<file path="src/rtl/wss_pkg.sv">
// Package of types and constants for the waveform segment sequencer
package wss_pkg;

	// ----------------------------------------
	// Sizes
	// ----------------------------------------
	localparam int SEG_IDX_W = 3;
	localparam int NUM_SEGS = 8;
	localparam int WAVE_ID_W = 4;
	localparam int ADDR_W = 12;
	localparam int SAMPLE_W = 12;
	localparam int LOOP_W = 16;
	localparam int REP_W = 8;

	// ----------------------------------------
	// Timing
	// ----------------------------------------
	localparam int CLK_PERIOD_PS = 4000;
	localparam int TRIG_PERIOD_US = 2000;
	localparam int TRIG_PERIOD_CYC = (TRIG_PERIOD_US * 1000000) / CLK_PERIOD_PS;
	localparam int TRIG_CNT_W = 32;
	localparam int PULSE_CYC = 4;
	localparam logic [2:0] PULSE_LEN = 3'(PULSE_CYC);

	// ----------------------------------------
	// Reset values
	// ----------------------------------------
	localparam logic [SAMPLE_W-1:0] BASELINE_RST = 12'h800;
	localparam logic [REP_W-1:0] REP_RST = 8'h01;

	// ----------------------------------------
	// Types
	// ----------------------------------------
	typedef enum logic [0:0]
	{
		LOOP_CONT = 1'b0,
		LOOP_COUNT = 1'b1
	} loop_mode_t;

	// One segment of the list
	typedef struct packed
	{
		logic [WAVE_ID_W-1:0] waveId;
		logic [ADDR_W-1:0] waveLen;
		loop_mode_t loopMode;
		logic [LOOP_W-1:0] loopCount;
		logic trigAdvance;
	} segment_t;

	// Advance trigger setup
	typedef struct packed
	{
		logic levelCond;
		logic immediateAdvance;
		logic advFromIntern;
		logic startFromIntern;
	} advance_trigger_setup_t;

	// Output sample request to the waveform memory
	typedef struct packed
	{
		logic [WAVE_ID_W-1:0] waveId;
		logic [ADDR_W-1:0] addr;
		logic useBaseline;
	} sample_req_t;

	typedef enum logic [2:0]
	{
		ST_IDLE = 3'b001,
		ST_PLAY = 3'b010,
		ST_BASE = 3'b100
	} seq_state_t;

endpackage

</file>
<file path="src/rtl/waveform_segment_sequencer.sv">
// Sequencer that steps a waveform generator through a segment list
`timescale 1ns/1ps
//
// Overview of operation
// - Ordered list of segments, each with waveform, loop mode and advance condition.
// - Continuous loop replays the waveform until an advance trigger on a triggered segment, or plays it once when advance is automatic.
// - Each segment advances automatically or waits for an advance trigger.
// - Edge condition latches an advance trigger until the advance happens.
// - Level condition uses only the current trigger state, no latch.
// - Synchronous timing defers a triggered change to the end of the cycle.
// - Immediate timing switches segment at once, abandoning the cycle.
// - A start trigger begins the sequence at its first segment.
// - Internal periodic trigger can feed start and advance triggers.
// - After the last segment of the final repeat the output holds the baseline value.
// - After the repeat count, wait for a start trigger and restart.
// - Marker low while running, high while resting at baseline.
// - Marker gives a narrow positive pulse at each segment start.
module waveform_segment_sequencer
#(
	parameter int TRIG_PERIOD = wss_pkg::TRIG_PERIOD_CYC
)
(
	// Clock and reset
	input wire logic core_clk,
	input wire logic resetn,
	// Segment list
	input wire wss_pkg::segment_t segList [wss_pkg::NUM_SEGS],
	input wire logic [wss_pkg::SEG_IDX_W-1:0] lastSeg,
	input wire logic [wss_pkg::REP_W-1:0] seqRepeat,
	// Trigger setup and pins
	input wire wss_pkg::advance_trigger_setup_t advance_trigger_setup,
	input wire logic [wss_pkg::TRIG_CNT_W-1:0] internPeriod,
	input wire logic startTrigPin,
	input wire logic advTrigPin,
	// Output stage
	output wss_pkg::sample_req_t sampleReq,
	output logic segment_marker_output,
	output logic running,
	output logic [wss_pkg::SEG_IDX_W-1:0] curSeg
);

	// ----------------------------------------
	// State
	// ----------------------------------------
	typedef struct packed
	{
		wss_pkg::seq_state_t state;
		logic [wss_pkg::SEG_IDX_W-1:0] seg;
		logic [wss_pkg::ADDR_W-1:0] addr;
		logic [wss_pkg::LOOP_W-1:0] loops;
		logic [wss_pkg::REP_W-1:0] reps;
		logic advLatch;
		logic [wss_pkg::TRIG_CNT_W-1:0] tick;
		logic [2:0] pulse;
		wss_pkg::sample_req_t req;
		logic marker;
		logic run;
	} seq_regs_t;

	seq_regs_t cur_ff;
	seq_regs_t nxt_ff;

	logic startLvl;
	logic startRise;
	logic advLvl;
	logic advRise;

	// ----------------------------------------
	// Pin synchronisers
	// ----------------------------------------
	trig_sync startSync
	(
		.core_clk(core_clk),
		.resetn(resetn),
		.pinIn(startTrigPin),
		.level(startLvl),
		.rise(startRise)
	);

	trig_sync advSync
	(
		.core_clk(core_clk),
		.resetn(resetn),
		.pinIn(advTrigPin),
		.level(advLvl),
		.rise(advRise)
	);

	// Period of the internal trigger; zero falls back to the default
	function automatic logic [wss_pkg::TRIG_CNT_W-1:0] periodOf(input logic [wss_pkg::TRIG_CNT_W-1:0] p);
		periodOf = (p == '0) ? wss_pkg::TRIG_CNT_W'(TRIG_PERIOD) : p;
	endfunction

	// ----------------------------------------
	// Helpers
	// ----------------------------------------
	// Internal source or synchronised pin, as the setup selects
	function automatic logic pickSrc(input logic useIntern, input logic intern, input logic ext);
		pickSrc = useIntern ? intern : ext;
	endfunction

	// The last address is inclusive, so one cycle is waveLen plus one samples
	function automatic logic cycleDone(input logic [wss_pkg::ADDR_W-1:0] a, input logic [wss_pkg::ADDR_W-1:0] len);
		cycleDone = (a >= len);
	endfunction

	// A loop count of zero acts as one; the extra bit keeps a full count from wrapping
	function automatic logic countDone(input logic [wss_pkg::LOOP_W-1:0] done, input logic [wss_pkg::LOOP_W-1:0] want);
		countDone = (({1'b0, done} + 17'h1) >= {1'b0, want});
	endfunction

	// A repeat count of zero acts as one
	function automatic logic seqDone(input logic [wss_pkg::REP_W-1:0] done, input logic [wss_pkg::REP_W-1:0] want);
		seqDone = (({1'b0, done} + 9'h1) >= {1'b0, want});
	endfunction

	// Consuming wins, so one remembered edge gives exactly one advance
	function automatic logic edgeLatch(input logic latch, input logic edgeIn, input logic taken);
		edgeLatch = taken ? 1'b0 : (latch | edgeIn);
	endfunction

	// High at rest; while running only the segment start pulse lifts it
	function automatic logic markerOf(input logic run, input logic [2:0] pulse);
		markerOf = ~run | (pulse != 3'h0);
	endfunction

	// ----------------------------------------
	// Next state
	// ----------------------------------------
	always_comb
	begin
		logic internTick;
		logic startEv;
		logic advEdge;
		logic advNow;
		logic cycleEnd;
		logic leaveSeg;
		logic advTaken;
		wss_pkg::segment_t s;
		internTick = 1'b0;
		startEv = 1'b0;
		advEdge = 1'b0;
		advNow = 1'b0;
		cycleEnd = 1'b0;
		leaveSeg = 1'b0;
		advTaken = 1'b0;
		s = segList[cur_ff.seg];
		nxt_ff = cur_ff;

		// ----------------------------------------
		// Trigger sources
		// ----------------------------------------

		// Internal periodic trigger
		if (cur_ff.tick >= periodOf(internPeriod) - 1'b1)
		begin
			nxt_ff.tick = '0;
			internTick = 1'b1;
		end
		else
			nxt_ff.tick = cur_ff.tick + 1'b1;

		startEv = pickSrc(advance_trigger_setup.startFromIntern, internTick, startRise);
		advEdge = pickSrc(advance_trigger_setup.advFromIntern, internTick, advRise);

		// Edge condition remembers the trigger; level just looks at the selected source
		if (advance_trigger_setup.levelCond)
		begin
			nxt_ff.advLatch = 1'b0;
			// With the internal source the tick itself stands in for the level
			advNow = pickSrc(advance_trigger_setup.advFromIntern, internTick, advLvl);
		end
		else
		begin
			advNow = cur_ff.advLatch | advEdge;
		end

		// Pulse counter runs down by itself; each segment start reloads it
		if (cur_ff.pulse != '0)
			nxt_ff.pulse = cur_ff.pulse - 1'b1;

		// ----------------------------------------
		// Segment player
		// ----------------------------------------

		unique case (cur_ff.state)
			wss_pkg::ST_IDLE,
			wss_pkg::ST_BASE:
			begin
				// Start triggers are looked at only here, so they are ignored during play
				if (startEv)
				begin
					nxt_ff.state = wss_pkg::ST_PLAY;
					nxt_ff.seg = '0;
					nxt_ff.addr = '0;
					nxt_ff.loops = '0;
					nxt_ff.reps = '0;
					nxt_ff.advLatch = 1'b0;
					nxt_ff.pulse = wss_pkg::PULSE_LEN;
				end
			end
			wss_pkg::ST_PLAY:
			begin
				cycleEnd = cycleDone(cur_ff.addr, s.waveLen);
				if (s.trigAdvance)
				begin
					if (advNow && (advance_trigger_setup.immediateAdvance || cycleEnd))
					begin
						leaveSeg = 1'b1;
						advTaken = 1'b1;
					end
				end
				else if (s.loopMode == wss_pkg::LOOP_COUNT)
				begin
					if (cycleEnd && countDone(cur_ff.loops, s.loopCount))
						leaveSeg = 1'b1;
				end
				else if (cycleEnd)
				begin
					leaveSeg = 1'b1;
				end

				if (leaveSeg)
				begin
					nxt_ff.addr = '0;
					nxt_ff.loops = '0;
					nxt_ff.pulse = wss_pkg::PULSE_LEN;
					if (cur_ff.seg == lastSeg)
					begin
						if (seqDone(cur_ff.reps, seqRepeat))
						begin
							nxt_ff.state = wss_pkg::ST_BASE;
							nxt_ff.pulse = '0;
						end
						nxt_ff.reps = cur_ff.reps + 1'b1;
						nxt_ff.seg = '0;
					end
					else
						nxt_ff.seg = cur_ff.seg + 1'b1;
				end
				else if (cycleEnd)
				begin
					nxt_ff.addr = '0;
					nxt_ff.loops = cur_ff.loops + 1'b1;
				end
				else
					nxt_ff.addr = cur_ff.addr + 1'b1;

				if (!advance_trigger_setup.levelCond)
					nxt_ff.advLatch = edgeLatch(cur_ff.advLatch, advEdge, advTaken);
			end
			default:
			begin
				// A corrupted state code falls back to rest instead of hanging
				nxt_ff.state = wss_pkg::ST_IDLE;
				nxt_ff.seg = '0;
				nxt_ff.addr = '0;
			end
		endcase

		// ----------------------------------------
		// Output image
		// ----------------------------------------

		// Baseline follows the next state, so the sample and the run flag change together
		nxt_ff.req.useBaseline = (nxt_ff.state != wss_pkg::ST_PLAY);
		nxt_ff.req.waveId = segList[nxt_ff.seg].waveId;
		nxt_ff.req.addr = nxt_ff.addr;
		nxt_ff.run = (nxt_ff.state == wss_pkg::ST_PLAY);
		// Low while running, pulsed high at each segment start
		nxt_ff.marker = markerOf(nxt_ff.run, nxt_ff.pulse);
	end

	always_ff @(posedge core_clk)
	begin
		if (!resetn)
		begin
			// Marker and baseline rest high so the output stage sees idle from the first edge
			cur_ff <= '0;
			cur_ff.state <= wss_pkg::ST_IDLE;
			cur_ff.req.useBaseline <= 1'b1;
			cur_ff.marker <= 1'b1;
		end
		else
			cur_ff <= nxt_ff;
	end

	// ----------------------------------------
	// Outputs
	// ----------------------------------------
	assign sampleReq = cur_ff.req;
	assign segment_marker_output = cur_ff.marker;
	assign running = cur_ff.run;
	assign curSeg = cur_ff.seg;

endmodule

</file>
<file path="src/rtl/trig_sync.sv">
// Pin synchroniser with rising edge detect for one trigger input
`timescale 1ns/1ps
module trig_sync
(
	// Clock and reset
	input wire logic core_clk,
	input wire logic resetn,
	// Pin and results
	input wire logic pinIn,
	output logic level,
	output logic rise
);

	typedef struct packed
	{
		logic meta;
		logic sync;
		logic prev;
	} sync_state_t;

	sync_state_t cur_ff;
	sync_state_t nxt_ff;

	always_comb
	begin
		nxt_ff.meta = pinIn;
		nxt_ff.sync = cur_ff.meta;
		nxt_ff.prev = cur_ff.sync;
	end

	always_ff @(posedge core_clk)
	begin
		if (!resetn)
			cur_ff <= '0;
		else
			cur_ff <= nxt_ff;
	end

	assign level = cur_ff.sync;
	assign rise = cur_ff.sync & ~cur_ff.prev;

endmodule

</file>
<file path="config.mk">
export PLATFORM = sky130hd
export DESIGN_NAME = waveform_segment_sequencer
export DESIGN_NICKNAME = d
export VERILOG_FILES = /design/src/rtl/wss_pkg.sv /design/src/rtl/waveform_segment_sequencer.sv /design/src/rtl/trig_sync.sv
export SDC_FILE = /design/constraint.sdc
export NUM_CORES = 1
export LEC_CHECK = 0
export ABC_CLOCK_PERIOD_IN_PS = 6600
export BUFFER_PORTS_ARGS = -buffer_cell sky130_fd_sc_hd__buf_2
export CAP_MARGIN = 10
export CORE_MARGIN = 2
export CORE_UTILIZATION = 40
export DETAILED_ROUTE_END_ITERATION = 6
export GPL_TIMING_DRIVEN = 1
export PLACE_DENSITY = 0.81
export RECOVER_POWER = 100
export SLEW_MARGIN = 10
export SYNTH_ARGS = -nofsm -noshare
export SYNTH_HDL_FRONTEND = slang
export SYNTH_SLANG_ARGS = --single-unit
</file>
<file path="constraint.sdc">
create_clock -name core_clk -period 6.6 [get_ports core_clk]
set_input_delay 1.32 -clock core_clk [delete_from_list [all_inputs] [get_ports core_clk]]
set_output_delay 1.32 -clock core_clk [all_outputs]
set_load 0.02 [all_outputs]
</file>
# After elaboration in Yosys (flattened, before gate mapping)
# Cells that the tools add are included.
[word_totals] out_inout_bits=22 regBits=91
[op_classes] mux=41 bitwise=10 magnitude_cmp=6 reduce_logical=11 addsub=9 eq_ne=10
[op_table] op="$bmux W34 S3" count=2
[op_table] op="$mux W34" count=2
[op_table] op="$mux W30" count=2
[op_table] op="$pmux W25 S2" count=1
[op_table] op="$mux W43" count=1
[op_table] op="$pmux W18 S2" count=1
[op_table] op="$add A32 B1 Y32 const B" count=1
[op_table] op="$ge A32 B32 Y1" count=1
[op_table] op="$logic_not A32 Y1" count=1
[op_table] op="$mux W32" count=1
[op_table] op="$sub A32 B1 Y32 const B" count=1
[op_table] op="$mux W28" count=1
[op_table] op="$mux W3" count=8
[op_table] op="$add A16 B1 Y17 const B" count=1
[op_table] op="$ge A17 B16 Y1" count=1
[op_table] op="$add A16 B1 Y16 const B" count=1
[op_table] op="$mux W1" count=16
[op_table] op="$mux W16" count=1
[op_table] op="$mux W8" count=2
[op_table] op="$add A12 B1 Y12 const B" count=1
[op_table] op="$ge A12 B12 Y1" count=1
[op_table] op="$mux W12" count=1
[op_table] op="$add A8 B1 Y9 const B" count=1
[op_table] op="$ge A9 B8 Y1" count=1
[op_table] op="other kinds (24)" count=37

# Logic depth before layout (Yosys ltp)
[logic_depth] ltp_word=18 depth_mapped=23 mapped_depth_nobuf=22

# Hierarchy
# Synthesis repeated with hierarchy kept, for this count alone.
[unflattened] hier_cells=960 area_unflattened_um2=8583.2
[by_module_without_submodules] module="waveform_segment_sequencer" area_each_um2=8398.1 cells_per_inst=946 instances=1
[by_module_without_submodules] module="trig_sync" area_each_um2=92.6 cells_per_inst=7 instances=2

# Worst setup path after synthesis
# OpenSTA, ideal clock, no wires.
[synth_timing] kind="in2reg" startpoint="in internPeriod[14] (netlist name)" endpoint="reg cur_ff, in the netlist segment_marker_output" stages=20 arrival_ns=6.158 slack_ns=0.315 setup_time_ns=0.127 path_cell_list="or4_1 nor4_1 nand2_1 nor4_4 nor2_1 and2_1 nand2b_1 xnor2_1 nor2_1 ha_1 nand4_1 or4_1 o32a_1 a21oi_1 nor3_1 o21ai_2 nand2_2 or4b_4 a22o_1 or3_1"
[synth_between] elab_chain_cells=17
[synth_rtl] element="start: declaration" line_no="waveform_segment_sequencer.sv:32" text="input wire logic [wss_pkg::TRIG_CNT_W-1:0] internPeriod,"
[synth_rtl] element="$logic_not A32 Y1" line_no="waveform_segment_sequencer.sv:91" text="periodOf = (p == '0) ? wss_pkg::TRIG_CNT_W'(TRIG_PERIOD) : p;"
[synth_rtl] element="$mux W32 *" line_no="waveform_segment_sequencer.sv:91"
[synth_rtl] element="$sub A32 B1 Y32 *" line_no="waveform_segment_sequencer.sv:155" text="if (cur_ff.tick >= periodOf(internPeriod) - 1'b1)"
[synth_rtl] element="$ge A32 B32 Y1 *" line_no="waveform_segment_sequencer.sv:155"
[synth_rtl] element="$mux W1 *" line_no="waveform_segment_sequencer.sv:155"
[synth_rtl] element="$mux W1" line_no="waveform_segment_sequencer.sv:99" text="pickSrc = useIntern ? intern : ext;"
[synth_rtl] element="$or A1 B1 Y1" line_no="waveform_segment_sequencer.sv:175" text="advNow = cur_ff.advLatch | advEdge;"
[synth_rtl] element="$mux W1" line_no="waveform_segment_sequencer.sv:167" text="if (advance_trigger_setup.levelCond)"
[synth_rtl] element="$logic_and A1 B1 Y1" line_no="waveform_segment_sequencer.sv:207" text="if (advNow && (advance_trigger_setup.immediateAdvance || cycleEnd))"
[synth_rtl] element="$mux W1" line_no="waveform_segment_sequencer.sv:207"
[synth_rtl] element="$mux W1" line_no="waveform_segment_sequencer.sv:205" text="if (s.trigAdvance)"
[synth_rtl] element="$mux W1" line_no="waveform_segment_sequencer.sv:186" text="unique case (cur_ff.state)"
[synth_rtl] element="$mux W6" line_no="waveform_segment_sequencer.sv:223" text="if (leaveSeg)"
[synth_rtl] element="$pmux W18 S2" line_no="waveform_segment_sequencer.sv:186"
[synth_rtl] element="$eq A3 B2 Y1" line_no="waveform_segment_sequencer.sv:269" text="nxt_ff.run = (nxt_ff.state == wss_pkg::ST_PLAY);"
[synth_rtl] element="$not A1 Y1" line_no="waveform_segment_sequencer.sv:124" text="markerOf = ~run | (pulse != 3'h0);"
[synth_rtl] element="$or A1 B1 Y1 *" line_no="waveform_segment_sequencer.sv:124"
[synth_rtl] element="end signal: assignment" line_no="waveform_segment_sequencer.sv:285" text="cur_ff <= nxt_ff;"
[synth_rtl] element="end: declaration" line_no="waveform_segment_sequencer.sv:60" text="seq_regs_t cur_ff;"
# Mark *: on every way between the ends. The rest lies on a longest branch, timed or not. The select of a mux whose other input is x is not followed.
# A chain may end at the register's enable or synchronous reset.

# Final worst setup path
# Ends and elaborated chain as after synthesis.

==> reports/results.txt <==
Pwr per Cell Area - 125 nW/µm²
Internal Power - 0.000975 W
Final Core Density - 51.6%
WHS - 441 ps
#FFs+latches synth - 91
CTS tree - done
dpl cells - 1,538
largest cells by area after synthesis - dfxtp_1 (21%), mux4_2 (16%), ha_1 (11%)
P_leak - 4.61 nW
f_max - 161 MHz
status - finished, violations left
distinct cell type count after synthesis - 60
# fillers - 1,979
Ys Warns - 0
top cells by count, synth - dfxtp_1 (91), nor2_1 (91), ha_1 (76)
share of cells above drive strength 1 - 35.1%
Final min period - 6230 ps
First-pass DRT Iterations - 5
design area - 10,800 µm²
Final Hold Fails - 0
Chip Width - 150 µm
CP Capture Type - flip-flop
clock tree sinks - 91
Avg Cell Area, Syn - 8.91 µm²
Comb pwr share - 21.3%
Die Area - 22,500 µm²
worst endpoint data arrival time - 6450 ps
RePlAce Congestion - 0.928
cell count after synthesis - 957
Mapped Area - 8530 µm²
grt total ovfl - 0
pin count of the biggest net entering global routing - 47
fin crit share - 94.4%
Final nets - 1,673
hold depth - 1
switching power - 0.000379 W
Worst Hold Class - flip-flop to flip-flop
# IOs - 345
clock power share - 36.5%
cts bufs inserted - 9
failing checks - capacitance limit, slew limit
core area - 21,000 µm²
Vias/cell - 5.62
Yosys top cell by area - dfxtp_1
Reg2Reg Depth - 14
number of global-route vias before repair - 8,399
crit-path max FO - 4
Main synth FF type - dfxtp_1
Initial Util - 40.7%
Startpoint Class - input port
worst vdd ir - 0.000126 V
fin cells - 1,567
Area Overhead vs Synth - 26.8%
post-CTS setup buffer count - 0
Clock Pin Slew Worst Setup and Hold Paths - 70 ps
Finish-stage setup viols - 0
Post-DP HPWL - 25,400 µm
# DRC - 0
IO Port Bufs - 344
clk buf depth - 2
CTS root buffer - clkbuf_16
Max-slew headroom - -14.3%
Setup Crit Path Kind - input port to flip-flop
Syn Nets - 1,356
final worst slack - 372 ps
pre-CTS setup slack - -250 ps
count of flip-flops with a built-in enable after synthesis - 0
first-pass GRT wire length - 44,600 µm
Area after DPL - 10,500 µm²
initial drt markers - 579
CTS HTree Levels - 3
Yosys top cell area share - 21.4%
worst clock skew - 11.4 ps
Slew Viols, Final - 38
CP required - 6830 ps
post-route antenna net violation count - 0
number of max-cap violations - 1
vias post-DR - 8,811
clk_lat worst skew - 350 ps
Total GRT Usage - 26.1%
# rows - 53
worst slew pin tran - 1710 ps
die height - 150 µm
Net Sw Frac - 28.0%
antenna violations before repair - 19
drt wl/cell - 19.6 µm
fraction of registers with async set/reset - 0%
Seq/Total Area, Yosys - 21.4%
Flop pwr share - 42.2%
WL final - 30,700 µm
[cell usage in the layout (no fill, tap or decap), types with 17 or more instances in the layout]
cell type / synthesis / final
buf_4: 20 / 29
ha_1: 76 / 76
nand3_1: 38 / 38
xor2_1: 41 / 41
mux4_2: 60 / 60
o211ai_1: 18 / 18
nor2_1: 91 / 91
dfxtp_1: 91 / 90
and3_1: 40 / 39
nand4_1: 23 / 23
clkbuf_1: 37 / 20
a21oi_1: 58 / 58
nor3_1: 19 / 18
a21boi_0: 17 / 17
inv_1: 21 / 21
nand2_1: 57 / 57
buf_2: 3 / 324
mux2i_1: 28 / 28
o21ai_0: 34 / 34
xnor2_1: 40 / 40
[flip-flops by register name, summed over array words and instances (netlist names)]
name	flops
running	1
cur_ff	63
startSync.cur_ff	2
advSync.cur_ff	2
advSync.level	1
segment_marker_output	1
startSync.level	1
sampleReq	17
curSeg	3
[layout make-up]
type / instances / area, µm² / area share (%)
Sequential cell: 91 / 1830 / 16.9
Clock inverter: 7 / 51.3 / 0.474
Antenna cell: 13 / 32.5 / 0.301
Timing Repair Buffer: 373 / 1910 / 17.7
Clock buffer: 9 / 225 / 2.08
Inverter: 22 / 82.6 / 0.764
Multi-Input combinational cell: 777 / 6340 / 58.6
Tap cell: 275 / 344 / 3.18
[final timing paths]
kind,start,to,slack [ps]
hold / removal,startSync.cur_ff[2],startSync.level,440
hold reg to reg,startSync.cur_ff[2],startSync.level,440
setup / recovery,internPeriod[14],segment_marker_output,370
setup reg to reg,curSeg[1],segment_marker_output,1300
[logic make-up (layout without fill, tap and decap cells)]
| family | after synthesis | after routing | share of synthesized area [%] |
|---|---|---|---|
| other | 0 | 13 | 0 |
| AND/OR/NAND/NOR | 344 | 344 | 20.8 |
| adder cells (fa/ha/maj) | 76 | 76 | 11.2 |
| AO/OA/AOI/OAI | 184 | 184 | 13.8 |
| XOR/XNOR | 81 | 81 | 8.32 |
| flip-flops | 91 | 91 | 21.4 |
| buffers and inverters | 89 | 411 | 4.84 |
| multiplexers | 92 | 92 | 19.7 |
[power by group through the flow]
stage | clock network [W] | logic, W | registers [W]
after floorplan | 0 | 0.000142 | 0.000582
after CTS | 0.000507 | 0.000287 | 0.000571
after global routing | 0.000532 | 0.000319 | 0.000573
after detailed placement | 0 | 0.000286 | 0.000584
final | 0.000495 | 0.000288 | 0.000571
after global placement | 0 | 0.000276 | 0.000583
[worst max-delay path, stage by stage]
cell and delay [ps]:
buf_2 120, or4_1 590, nor4_2 250, nand2_1 150, nor4_4 350, nor2_1 90, and2_1 190, nand2b_1 90
xnor2_1 120, nor2_1 70, ha_1 290, nand4_1 130, or4_1 550, o32a_1 320, a21oi_1 270, nor3_1 130
o21ai_2 200, nand2_2 90, or4b_4 540, a22o_1 230, or3_1 370
[routing by layer]
metal | track usage, % | wire [µm] | share of wire, %
met1 | 31.2 | 11700 | 38
met2 | 43.3 | 15300 | 50
met3 | 7.20 | 2670 | 8.7
met4 | 12.5 | 982 | 3.2
met5 | 0 | 52 | 0.17
[per-stage QoR]
stage / TNS [ps] / power (W)
floorplan: 0 / 0.000724
global placement: -13.8 / 0.000860
detailed placement: -1010 / 0.000870
CTS: 0 / 0.00137
global route: -1.45 / 0.00143
finish: 0 / 0.00135
[timing repair]
item / CTS / global route
hold buffers: 0 / 0
resized for setup: 0 / 7
setup endpoints to repair: 0 / 17
(Power assumes the default switching activity.)
